### config.mk
export PLATFORM = sky130hd
export DESIGN_NAME = fxo_exc_unit
export DESIGN_NICKNAME = d
export VERILOG_FILES = /design/src/core/fxo_pkg.sv /design/src/core/fxo_round_if.sv /design/src/core/fxo_exc_unit.sv /design/src/core/fxo_rounder.sv
export VERILOG_INCLUDE_DIRS = /design/src /design/src/core
export SDC_FILE = /design/constraint.sdc
export NUM_CORES = 1
export LEC_CHECK = 0
export BUFFER_PORTS_ARGS = -buffer_cell sky130_fd_sc_hd__buf_2
export CAP_MARGIN = 10
export CORE_MARGIN = 2
export CORE_UTILIZATION = 55
export DETAILED_ROUTE_END_ITERATION = 6
export GPL_TIMING_DRIVEN = 0
export PLACE_DENSITY = 0.91
export SYNTH_ARGS = -nofsm -noshare
export SYNTH_HDL_FRONTEND = slang
export SYNTH_SLANG_ARGS = --single-unit
### constraint.sdc
create_clock -name sys_clk -period 3.15 [get_ports sys_clk]
set_input_delay 0.1575 -clock sys_clk [delete_from_list [all_inputs] [get_ports sys_clk]]
set_output_delay 0.1575 -clock sys_clk [all_outputs]
set_load 0.05 [all_outputs]
### src/core/fxo_map.svh
`ifndef FXO_MAP_SVH
`define FXO_MAP_SVH
// exception status byte bit positions
`define FXO_EXC_OPERAND_ERROR_FLAG_BIT   5
`define FXO_EXC_OVERFLOW_FLAG_BIT    4
// rounding precision codes
`define FXO_PREC_EXT        2'h0
`define FXO_PREC_SGL        2'h1
`define FXO_PREC_DBL        2'h2
// rounding mode codes
`define FXO_RND_NEAREST     2'h0
`define FXO_RND_ZERO        2'h1
`define FXO_RND_MINUS       2'h2
`define FXO_RND_PLUS        2'h3
// destination formats
`define FXO_FMT_LONG        3'h0
`define FXO_FMT_SGL         3'h1
`define FXO_FMT_EXT         3'h2
`define FXO_FMT_PACKED      3'h3
`define FXO_FMT_WORD        3'h4
`define FXO_FMT_DBL         3'h5
`define FXO_FMT_BYTE        3'h6
// biased maximum exponents, extended bias
`define FXO_EMAX_EXT        15'h7fff
`define FXO_EMAX_SGL        15'h407f
`define FXO_EMAX_DBL        15'h43ff
`define FXO_BIAS_EXT        15'h3fff
// extended-precision quiet nan, all mantissa ones
`define FXO_QNAN_EXP        15'h7fff
`define FXO_QNAN_MANT       64'hffffffffffffffff
`endif

### src/core/fxo_pkg.sv
package fxo_pkg;
   typedef enum logic [1:0] {FXO_DST_FPREG, FXO_DST_MEM, FXO_DST_DREG} fxo_dst_e;
   typedef enum logic [1:0] {FXO_EXC_NONE, FXO_EXC_PRE, FXO_EXC_POST} fxo_kind_e;
   typedef struct packed {
      logic        sign;
      logic [14:0] exp;
      logic [63:0] mant;
   } fxo_ext_s;
endpackage

### src/core/fxo_round_if.sv
`timescale 1ns/1ps
`default_nettype none
// rounding stage signals shared between the checker and the rounder
interface fxo_round_if;
   import fxo_pkg::*;
   fxo_ext_s   inter;
   logic [1:0] prec;
   logic [1:0] mode;
   fxo_ext_s   rounded;
   logic       tiny;
   logic       overflow_flag;
   logic       neg;
   modport ctl (output inter, output prec, output mode,
                input rounded, input tiny, input overflow_flag, input neg);
   modport rnd (input inter, input prec, input mode,
                output rounded, output tiny, output overflow_flag, output neg);
endinterface
`default_nettype wire

### src/core/fxo_exc_unit.sv
`timescale 1ns/1ps
`default_nettype none
`include "fxo_map.svh"
// Behaviour
// - an operand error without an overflow on the same op, and with no posted exception pending, sets the operand error flag in the status byte
// - masked operand error, handler off, fp register destination: store all-ones quiet nan, no exception
// - handler on, fp register destination: keep destination, post, pre-instruction exception at next op
// - integer move of too large, nan or infinite source: immediate post exception
// - integer move of the most negative integer also traps post-instruction
// - saved command field names the instruction that trapped
// - memory destination: effective address goes to the exception frame
// - integer register destination: address register points at opcode word
// - overflow when rounded exponent reaches precision maximum
// - overflow only for single, double, extended; else operand error
// - order: underflow check, round, overflow check, then store
// - overflow sets the overflow flag in the status byte
// - overflow judged on the precision-rounded value, kept as extended
// - overflow exception is always taken, never masked
// - overflow into fp register keeps it, pre or post reporting
// - overflow into memory or integer register stores junk, immediate post
// - replacement per rounding mode: infinity or largest magnitude by sign
// - overflow rounding precision: control register, or format, forced wins
module fxo_exc_unit (
   // clock and reset
   input  wire logic            sys_clk,
   input  wire logic            rstn,
   input  wire logic            clk_en,
   // instruction issue
   input  wire logic            op_valid,
   input  wire logic [15:0]     op_cmd,
   input  wire logic [31:0]     op_iaddr,
   input  wire logic [31:0]     op_ea,
   input  wire fxo_pkg::fxo_dst_e op_dst,
   input  wire logic [2:0]      op_fmt,
   input  wire logic            op_is_int_move,
   input  wire logic            op_can_overflow_flag,
   input  wire logic            op_forced_prec,
   input  wire logic [1:0]      op_prec,
   // datapath inputs
   input  wire fxo_pkg::fxo_ext_s op_inter,
   input  wire logic            op_src_nan,
   input  wire logic            op_src_inf,
   input  wire logic            op_int_too_big,
   input  wire logic            op_int_most_neg,
   input  wire logic            op_arith_operand_error_flag,
   // control register bits and exception acknowledge
   input  wire logic [1:0]      ctl_prec,
   input  wire logic [1:0]      ctl_mode,
   input  wire logic            ctl_operand_error_flag_en,
   input  wire logic            ctl_post_overflow_flag_fpreg,
   input  wire logic            exc_ack,
   // result
   output logic                 wr_valid,
   output logic                 wr_undefined,
   output fxo_pkg::fxo_ext_s    wr_data,
   // status byte and exception report
   output logic [7:0]           exception_status_byte,
   output logic                 underflow_seen,
   output logic                 exc_req,
   output fxo_pkg::fxo_kind_e   exc_kind,
   output logic                 exc_operand_error_flag,
   output logic                 exc_overflow_flag,
   output logic                 exc_ea_valid,
   output logic [15:0]          saved_command_field,
   output logic [31:0]          exc_ea,
   output logic [31:0]          fp_instruction_address_register
);
   import fxo_pkg::*;

   typedef struct packed {
      logic       wr_valid;
      logic       wr_undef;
      fxo_ext_s   wr_data;
      logic [7:0] status;
      logic       unfl;
      logic       req;
      fxo_kind_e  kind;
      logic       operand_error_flag;
      logic       overflow_flag;
      logic       ea_valid;
      logic [15:0] cmd;
      logic [31:0] ea;
      logic [31:0] iaddr;
      logic       pend;
      logic       pend_overflow_flag;
      logic [15:0] pend_cmd;
      logic [31:0] pend_iaddr;
   } fxo_state_s;

   fxo_state_s st_r;
   fxo_state_s st_nxt;

   function automatic logic fmt_is_float(input logic [2:0] f);
      fmt_is_float = f == `FXO_FMT_SGL || f == `FXO_FMT_DBL || f == `FXO_FMT_EXT;
   endfunction

   function automatic logic [1:0] fmt_prec(input logic [2:0] f);
      case (f)
         `FXO_FMT_SGL: fmt_prec = `FXO_PREC_SGL;
         `FXO_FMT_DBL: fmt_prec = `FXO_PREC_DBL;
         default:      fmt_prec = `FXO_PREC_EXT;
      endcase
   endfunction

   function automatic fxo_ext_s largest(input logic s, input logic [1:0] p);
      logic [14:0] em;
      begin
         case (p)
            `FXO_PREC_SGL: em = `FXO_EMAX_SGL;
            `FXO_PREC_DBL: em = `FXO_EMAX_DBL;
            default:       em = `FXO_EMAX_EXT;
         endcase
         largest.sign = s;
         largest.exp  = em - 15'h1;
         case (p)
            `FXO_PREC_SGL: largest.mant = {24'hffffff, 40'h0};
            `FXO_PREC_DBL: largest.mant = {53'h1fffffffffffff, 11'h0};
            default:       largest.mant = 64'hffffffffffffffff;
         endcase
      end
   endfunction

   function automatic fxo_ext_s infinity(input logic s);
      infinity.sign = s;
      infinity.exp  = `FXO_EMAX_EXT;
      infinity.mant = 64'h0;
   endfunction

   ////////////////////////////////////////////////////////////////////////////
   // rounding stage

   fxo_round_if rif ();
   logic [1:0]  sel_prec;
   logic        dst_float;
   logic        overflow_flag_det;
   logic        operand_error_flag_det;
   logic        int_trap;

   always_comb begin
      // forced precision beats both other sources
      if (op_forced_prec) begin
         sel_prec = op_prec;
      end else if (op_dst == FXO_DST_FPREG) begin
         sel_prec = ctl_prec;
      end else begin
         sel_prec = fmt_prec(op_fmt);
      end
   end

   assign rif.inter = op_inter;
   assign rif.prec  = sel_prec;
   assign rif.mode  = ctl_mode;

   fxo_rounder u_rnd (
      .rif (rif)
   );

   always_comb begin
      dst_float = op_dst == FXO_DST_FPREG || fmt_is_float(op_fmt);
      // conversions to integer: trap on bad source or most-negative value
      int_trap  = op_is_int_move &&
                  (op_int_too_big || op_src_nan || op_src_inf || op_int_most_neg);
      // overflow into a non-float format becomes an operand error
      overflow_flag_det  = op_can_overflow_flag && rif.overflow_flag && dst_float;
      operand_error_flag_det = op_arith_operand_error_flag || int_trap ||
                  (op_can_overflow_flag && rif.overflow_flag && !dst_float);
   end

   ////////////////////////////////////////////////////////////////////////////
   // next state

   always_comb begin
      st_nxt          = st_r;
      st_nxt.wr_valid = 1'b0;
      st_nxt.wr_undef = 1'b0;
      // request holds until acknowledged
      if (exc_ack) begin
         st_nxt.req = 1'b0;
      end
      if (op_valid && !st_r.req) begin
         st_nxt.status = 8'h0;
         st_nxt.unfl   = op_can_overflow_flag && rif.tiny;
         if (st_r.pend) begin
            // posted exception is reported at the next fp instruction
            st_nxt.pend     = 1'b0;
            st_nxt.req      = 1'b1;
            st_nxt.kind     = FXO_EXC_PRE;
            st_nxt.operand_error_flag    = !st_r.pend_overflow_flag;
            st_nxt.overflow_flag     = st_r.pend_overflow_flag;
            st_nxt.ea_valid = 1'b0;
            st_nxt.cmd      = st_r.pend_cmd;
            st_nxt.iaddr    = st_r.pend_iaddr;
            st_nxt.status   = st_r.status;
         end else if (overflow_flag_det) begin
            st_nxt.status[`FXO_EXC_OVERFLOW_FLAG_BIT] = 1'b1;
            st_nxt.cmd   = op_cmd;
            st_nxt.iaddr = op_iaddr;
            if (op_dst == FXO_DST_FPREG) begin
               // register untouched, report now or at next instruction
               if (ctl_post_overflow_flag_fpreg) begin
                  st_nxt.req      = 1'b1;
                  st_nxt.kind     = FXO_EXC_POST;
                  st_nxt.operand_error_flag    = 1'b0;
                  st_nxt.overflow_flag     = 1'b1;
                  st_nxt.ea_valid = 1'b0;
               end else begin
                  st_nxt.pend       = 1'b1;
                  st_nxt.pend_overflow_flag  = 1'b1;
                  st_nxt.pend_cmd   = op_cmd;
                  st_nxt.pend_iaddr = op_iaddr;
               end
            end else begin
               // undefined store then immediate post trap; value is the mode default
               st_nxt.wr_valid = 1'b1;
               st_nxt.wr_undef = 1'b1;
               case (ctl_mode)
                  `FXO_RND_ZERO:  st_nxt.wr_data = largest(rif.neg, sel_prec);
                  `FXO_RND_MINUS: st_nxt.wr_data = rif.neg ? infinity(1'b1)
                                                           : largest(1'b0, sel_prec);
                  `FXO_RND_PLUS:  st_nxt.wr_data = rif.neg ? largest(1'b1, sel_prec)
                                                           : infinity(1'b0);
                  default:        st_nxt.wr_data = infinity(rif.neg);
               endcase
               st_nxt.req      = 1'b1;
               st_nxt.kind     = FXO_EXC_POST;
               st_nxt.operand_error_flag    = 1'b0;
               st_nxt.overflow_flag     = 1'b1;
               st_nxt.ea_valid = op_dst == FXO_DST_MEM;
               st_nxt.ea       = op_ea;
               st_nxt.iaddr    = op_iaddr;
            end
         end else if (operand_error_flag_det) begin
            st_nxt.status[`FXO_EXC_OPERAND_ERROR_FLAG_BIT] = 1'b1;
            if (int_trap || op_dst != FXO_DST_FPREG) begin
               st_nxt.req      = 1'b1;
               st_nxt.kind     = FXO_EXC_POST;
               st_nxt.operand_error_flag    = 1'b1;
               st_nxt.overflow_flag     = 1'b0;
               st_nxt.cmd      = op_cmd;
               st_nxt.ea_valid = op_dst == FXO_DST_MEM;
               st_nxt.ea       = op_ea;
               st_nxt.iaddr    = op_iaddr;
            end else if (!ctl_operand_error_flag_en) begin
               st_nxt.wr_valid     = 1'b1;
               st_nxt.wr_data.sign = 1'b0;
               st_nxt.wr_data.exp  = `FXO_QNAN_EXP;
               st_nxt.wr_data.mant = `FXO_QNAN_MANT;
            end else begin
               st_nxt.pend       = 1'b1;
               st_nxt.pend_overflow_flag  = 1'b0;
               st_nxt.pend_cmd   = op_cmd;
               st_nxt.pend_iaddr = op_iaddr;
            end
         end else begin
            // clean result, kept in extended format
            st_nxt.wr_valid = 1'b1;
            st_nxt.wr_data  = rif.rounded;
         end
      end
   end

   ////////////////////////////////////////////////////////////////////////////
   // state register

   always_ff @(posedge sys_clk or negedge rstn) begin
      if (!rstn) begin
         st_r <= '0;
      end else if (clk_en) begin
         st_r <= st_nxt;
      end
   end

   assign wr_valid                        = st_r.wr_valid;
   assign wr_undefined                    = st_r.wr_undef;
   assign wr_data                         = st_r.wr_data;
   assign exception_status_byte           = st_r.status;
   assign underflow_seen                  = st_r.unfl;
   assign exc_req                         = st_r.req;
   assign exc_kind                        = st_r.kind;
   assign exc_operand_error_flag                       = st_r.operand_error_flag;
   assign exc_overflow_flag                        = st_r.overflow_flag;
   assign exc_ea_valid                    = st_r.ea_valid;
   assign saved_command_field             = st_r.cmd;
   assign exc_ea                          = st_r.ea;
   assign fp_instruction_address_register = st_r.iaddr;
endmodule
`default_nettype wire

### src/core/fxo_rounder.sv
`timescale 1ns/1ps
`default_nettype none
`include "fxo_map.svh"
// combinational: underflow check, round to precision, overflow check
module fxo_rounder (
   fxo_round_if.rnd rif
);
   import fxo_pkg::*;

   function automatic logic [14:0] emax_of(input logic [1:0] p);
      case (p)
         `FXO_PREC_SGL: emax_of = `FXO_EMAX_SGL;
         `FXO_PREC_DBL: emax_of = `FXO_EMAX_DBL;
         default:       emax_of = `FXO_EMAX_EXT;
      endcase
   endfunction

   function automatic logic [6:0] lsb_of(input logic [1:0] p);
      case (p)
         `FXO_PREC_SGL: lsb_of = 7'd40;
         `FXO_PREC_DBL: lsb_of = 7'd11;
         default:       lsb_of = 7'd0;
      endcase
   endfunction

   logic [64:0] sum;
   logic [63:0] keep;
   logic [63:0] below;
   logic [63:0] one;
   logic        up;
   logic [15:0] e1;

   always_comb begin
      keep  = '1 << lsb_of(rif.prec);
      below = ~keep & rif.inter.mant;
      one   = 64'h1 << lsb_of(rif.prec);
      case (rif.mode)
         `FXO_RND_NEAREST: up = below >= (one >> 1) && below != 64'h0;
         `FXO_RND_MINUS:   up = rif.inter.sign && below != 64'h0;
         `FXO_RND_PLUS:    up = !rif.inter.sign && below != 64'h0;
         default:          up = 1'b0;
      endcase
      sum = {1'b0, rif.inter.mant & keep} + (up ? {1'b0, one} : 65'h0);
      e1  = {1'b0, rif.inter.exp} + {15'h0, sum[64]};
      rif.rounded.sign = rif.inter.sign;
      rif.rounded.exp  = e1[14:0];
      rif.rounded.mant = sum[64] ? {1'b1, sum[63:1]} : sum[63:0];
      // underflow checked on the unrounded value, before rounding
      rif.tiny = rif.inter.exp == 15'h0;
      // overflow judged after rounding to the selected precision
      rif.overflow_flag = e1 >= {1'b0, emax_of(rif.prec)};
      rif.neg  = rif.inter.sign;
   end
endmodule
`default_nettype wire

==> results of run 1 <==
## through the flow
stage               cell area, um^2  util, %
floorplan                     14900        -
global placement              17100     66.2
detailed placement            17200     66.5
CTS                           20900     80.8
## cell usage after synthesis (all sizes together), types with 10 or more instances
library cell / number / area [um^2]
o21ai: 101 / 513
nor3: 88 / 460
a21oi: 50 / 250
a31oi: 23 / 144
nor4: 26 / 163
xnor2: 39 / 342
nor2b: 12 / 75.1
nand3: 37 / 185
nor2: 163 / 612
a211oi: 24 / 193
inv: 21 / 78.8
and3: 16 / 100
nand2: 112 / 420
and2: 13 / 81.3
mux2: 85 / 957
o221a: 47 / 529
buf: 212 / 1530
ha: 29 / 363
clkbuf: 50 / 189
mux2i: 11 / 110
dfrtp: 221 / 5530
xor2: 27 / 236
nand4: 20 / 138
or3: 10 / 62.6
## layer usage
metal  GRT overflow  global-route usage (%)
met2              1                    88.3
met1              1                    73.7
met5              1                    45.0
met4              5                    72.9
met3              6                    68.7
## logic make-up after synthesis
| kind of cell | share of synthesized area, % |
|---|---|
| DFF | 38.4 |
| xor gates and xnor gates | 4.02 |
| adders and majority gates | 2.52 |
| and+or+nand+nor | 18.2 |
| buffers and inverters | 12.6 |
| AOI/OAI and AO/OA | 16.8 |
| other | 0.0261 |
| muxes | 7.42 |
## repair_timing
| action | CTS |
|---|---|
| pin swaps | 72 |
| resized for setup | 279 |
| hold endpoints to repair | 362 |
| gates cloned | 7 |
| endpoints found under the setup margin | 220 |
| hold buffers | 95 |
| setup buffers | 77 |
==> flow_metrics.py, run 1 <==
metrics = {
    "outcome": {
        "status": "stopped before the end",
        "lastStage": "5_1_grt",
        "tool.error": "[ERROR GRT-0232] Routing congestion too high. Check the congestion heatmap in the GUI.",
    },
    "sta": {
        "worst_endpoint_kind": "register data pin",
        "crit_endpoint": "st_r[43]$_DFFE_PN0P_/D",
    },
    "place": {
        "gp_congestion": 0.961,
        "hpwl_um": 37900,
        "port-buffer-count": 350,
        "pre_cts_ws_ns": -6.87,
        "dp_cells": 2266,
    },
    "logic_synthesis": {
        "syn_area_mm2": 0.0144,
        "synth-seq-cells": 221,
        "async_flop_share_pct": 100,
        "ys_seq_area_share_pct": 38.4,
        "netlist_instances": 1573,
        "synth.avg_cell_area_um2": 9.14,
        "ys.flop_type": "dfrtp_1",
        "synth_cell_types": 81,
        "ys_warn_count": 0,
        "synth_edf_count": 0,
    },
    "clock_network": {
        "cts-buffers-inserted": 24,
        "clock_sinks": 221,
        "clockRootBuffer": "clkbuf_16",
        "cts_max_level": 1,
        "clk_path_buf_depth": 3,
    },
    "global_route": {
        "grt_max_degree": 91,
        "grt_overflow": 14,
        "track_usage_pct": 75.9,
    },
    "floorplan": {
        "die_y_um": 166,
        "start_util_pct": 55.7,
        "ios": 363,
        "die_w_um": 166,
        "num_rows": 59,
    },
}
==> inputs of run 2 (changes only) <==
Settings changed: CORE_UTILIZATION 55 to 40, PLACE_DENSITY 0.91 to default, PLACE_DENSITY_LB_ADDON from default to 0.15.
==> flow_metrics.py, run 2 <==
metrics = {
    "clock_network": {
        "clk_path_buf_depth": 3,
        "cts_tree": "built",
        "clockRootBuffer": "clkbuf_16",
        "cts-buffers-inserted": 27,
        "path_clk_slew_ns": 0.06,
        "cts_max_level": 1,
        "clock_sinks": 221,
        "clk_latency_ns": 0.57,
    },
    "power_and_ir_drop": {
        "fin_total_pwr_w": 0.0155,
        "p_leak_nw": 9.88,
        "peakVddDrop_v": 0.000917,
        "p_per_area_mw_per_mm2": 698,
    },
    "place": {
        "port-buffer-count": 350,
        "place_area_mm2": 0.0173,
        "pre_cts_ws_ns": -7.38,
        "hpwl_um": 38100,
        "gp_congestion": 0.931,
    },
    "logic_synthesis": {
        "ys_seq_area_share_pct": 38.4,
        "async_flop_share_pct": 100,
        "synth_xor_area_share_pct": 4.02,
        "yosys.area.top_type": "dfrtp_1",
        "synth_cell_types": 81,
        "ys_warn_count": 0,
        "synthAdderAreaFrac_pct": 2.52,
        "synth_most_common_cell": "dfrtp_1",
        "ys.flop_type": "dfrtp_1",
        "synth-seq-cells": 221,
        "synth_mux_area_share_pct": 7.42,
        "synth_top_family_by_area": "simple AND/OR/NAND/NOR gates",
        "syn_area_mm2": 0.0144,
        "synth_edf_count": 0,
        "netlist_instances": 1573,
        "yosys-top-cells-area": "dfrtp_1, buf_4, nor2_1",
        "yosys.area_share.simple_pct": 18.2,
        "synth.top_cell.area_share_pct": 38.4,
        "synth_compound_area_share_pct": 16.8,
        "synth.avg_cell_area_um2": 9.14,
        "ys_top_cells_by_count": "dfrtp_1, buf_4, nor2_1",
    },
    "drt": {
        "antenna_left": 0,
        "first_iter_violations": 956,
        "finalWirelength_um": 55600,
        "vias": 14735,
        "drcViolationCount": 0,
        "wire_per_inst_um": 20.7,
        "via_per_inst": 5.49,
        "drt-pass1-iter-count": 5,
    },
    "floorplan": {
        "die_w_um": 194,
        "core_area_mm2": 0.0355,
        "ios": 363,
        "start_util_pct": 40.5,
        "die_y_um": 194,
        "die-area_mm2": 0.0375,
        "num_rows": 69,
    },
    "critical_path": {
        "rr_worst_depth": 8,
        "cp-end-kind": "register",
        "crit_type": "in2reg",
        "arrival_ns": 8.80,
        "crit_top_cell": "ha_4",
        "slowest_delay_ns": 0.55,
        "r2r-start": "exc_req$_DFFE_PN0P_",
        "cp-start-kind": "primary input",
        "worstPathRequired_ns": 3.59,
        "r2r_slack_ns": 0.34,
        "crit_path_max_fanout": 6,
        "rr_endpoint": "wr_data[15]$_DFFE_PN0P_",
        "slowest_stage": "or4_4",
    },
    "final_layout": {
        "layout_commonest_cell": "buf_2",
        "areaGrowthSynthToFinish_pct": 54.0,
        "finalInstanceArea_mm2": 0.0222,
        "drive_gt1_share_pct": 48.1,
        "largest_reg_flops": 80,
        "final_cell_mix": "buf_2, buf_4, dfrtp_1, nor2_1, nand2_1",
        "fin_nets": 2418,
    },
    "sta": {
        "fmaxAchievable_mhz": 120,
        "clock_skew_ns": 0.0142,
        "setup_viol": 220,
        "fin_crit_sh_pct": 265,
        "setup_ws_ns": -5.20,
        "hold_viol": 0,
        "max_slew_margin_pct": 36.2,
        "finalCriticalPeriod_ns": 8.35,
        "slew_viol_final": 0,
        "worstMarginPinSlew_ns": 0.957,
        "whs_ns": 0.0187,
        "final.setup.tns_ns": -1119.16,
        "rsz0062_at_grt": "true",
    },
    "global_route": {
        "track_usage_pct": 28.1,
        "grt_pass1_wl_um": 83800,
        "grt_max_degree": 99,
        "antenna_found_initial": 5,
        "grt_pass1_vias": 14746,
        "grt_overflow": 0,
    },
    "min_path": {
        "min_from": "op_inter[50]",
        "holdPathStages": 4,
        "min_path_type": "in2reg",
        "whs_endpoint": "wr_data[50]$_DFFE_PN0P_",
    },
    "job": {
        "cap_violations": 0,
    },
    "outcome": {
        "status": "finished, violations left",
        "violations": "setup timing",
    },
}
run 2: cell counts after synthesis:
Identical to the previous run, type by type.
run 2: metrics by stage:
| stage | std cells | util [%] |
|---|---|---|
| 2_1_floorplan | 1579 | - |
| 3_3_place_gp | 2390 | 48.6 |
| 3_5_place_dp | 2392 | 48.8 |
| 4_1_cts | 2647 | 59.9 |
| 5_1_grt | 2686 | 62.5 |
| 6_report | 2686 | 62.5 |
run 2: final cells by class:
class | instances | area (um^2)
fillers | 2975 | 13300
multi-input cells | 1073 | 8400
flip-flops and latches | 221 | 5530
repair buffers | 601 | 4450
plain buffers | 256 | 2190
clock buffers | 34 | 732
well taps | 461 | 577
clock inverters | 13 | 170
inverters | 23 | 101
diodes | 4 | 10.0
run 2: cell families after synthesis:
family	after synthesis
AO/OA/AOI/OAI	337
XOR/XNOR	66
adder cells (fa/ha/maj)	29
buffers and inverters	285
flip-flops	221
multiplexers	96
other	1
AND/OR/NAND/NOR	538
run 2: critical path: cells and delay by family:
family	cells	cell delay (ns)
AND/OR/NAND/NOR	17	3.16
AO/OA/AOI/OAI	9	2.24
XOR/XNOR	1	0.08
buffers and inverters	14	1.59
multiplexers	1	0.30
adder cells (fa/ha/maj)	6	1.26
run 2: worst max path at each step:
stage / startpoint / to / slack, ns / cells past startpoint
6_report: op_dst[0] / exc_ea_valid$_DFFE_PN0P_ / -5.20 / 48
5_1_grt: op_dst[0] / st_r[21]$_DFFE_PN0P_ / -5.57 / 48
4_1_cts: op_dst[1] / wr_data[50]$_DFFE_PN0P_ / -5.06 / 45
3_5_place_dp: op_dst[0] / fp_instruction_address_register[24]$_DFFE_PN0P_ / -7.38 / 42
3_3_place_gp: op_dst[0] / fp_instruction_address_register[16]$_DFFE_PN0P_ / -7.33 / 42
2_1_floorplan: op_fmt[1] / st_r[0]$_DFFE_PN0P_ / -5.06 / 45
run 2: metal layers:
metal  wire length [um]  global-route usage (%)  share of wire [%]
met2              25400                    44.7                 46
met5                  0                       0                  0
met3               3920                    5.18                7.1
met1              24200                    37.9                 44
met4               2030                    10.9                3.6
run 2: report_power, final:
group          switching (W)  internal (W)  total [W]
Clock                0.00131       0.00190    0.00321
Combinational        0.00486       0.00307    0.00793
Sequential          0.000568       0.00377    0.00433
run 2: repair_timing:
item | in CTS | in global routing
gates cloned | 7 | 7
hold buffers | 104 | 0
hold endpoints to repair | 272 | 0
pin swaps | 55 | 53
resized for setup | 253 | 125
buffers inserted | 101 | 33
endpoints found under the setup margin | 220 | 220
(Power assumes the default switching activity.)
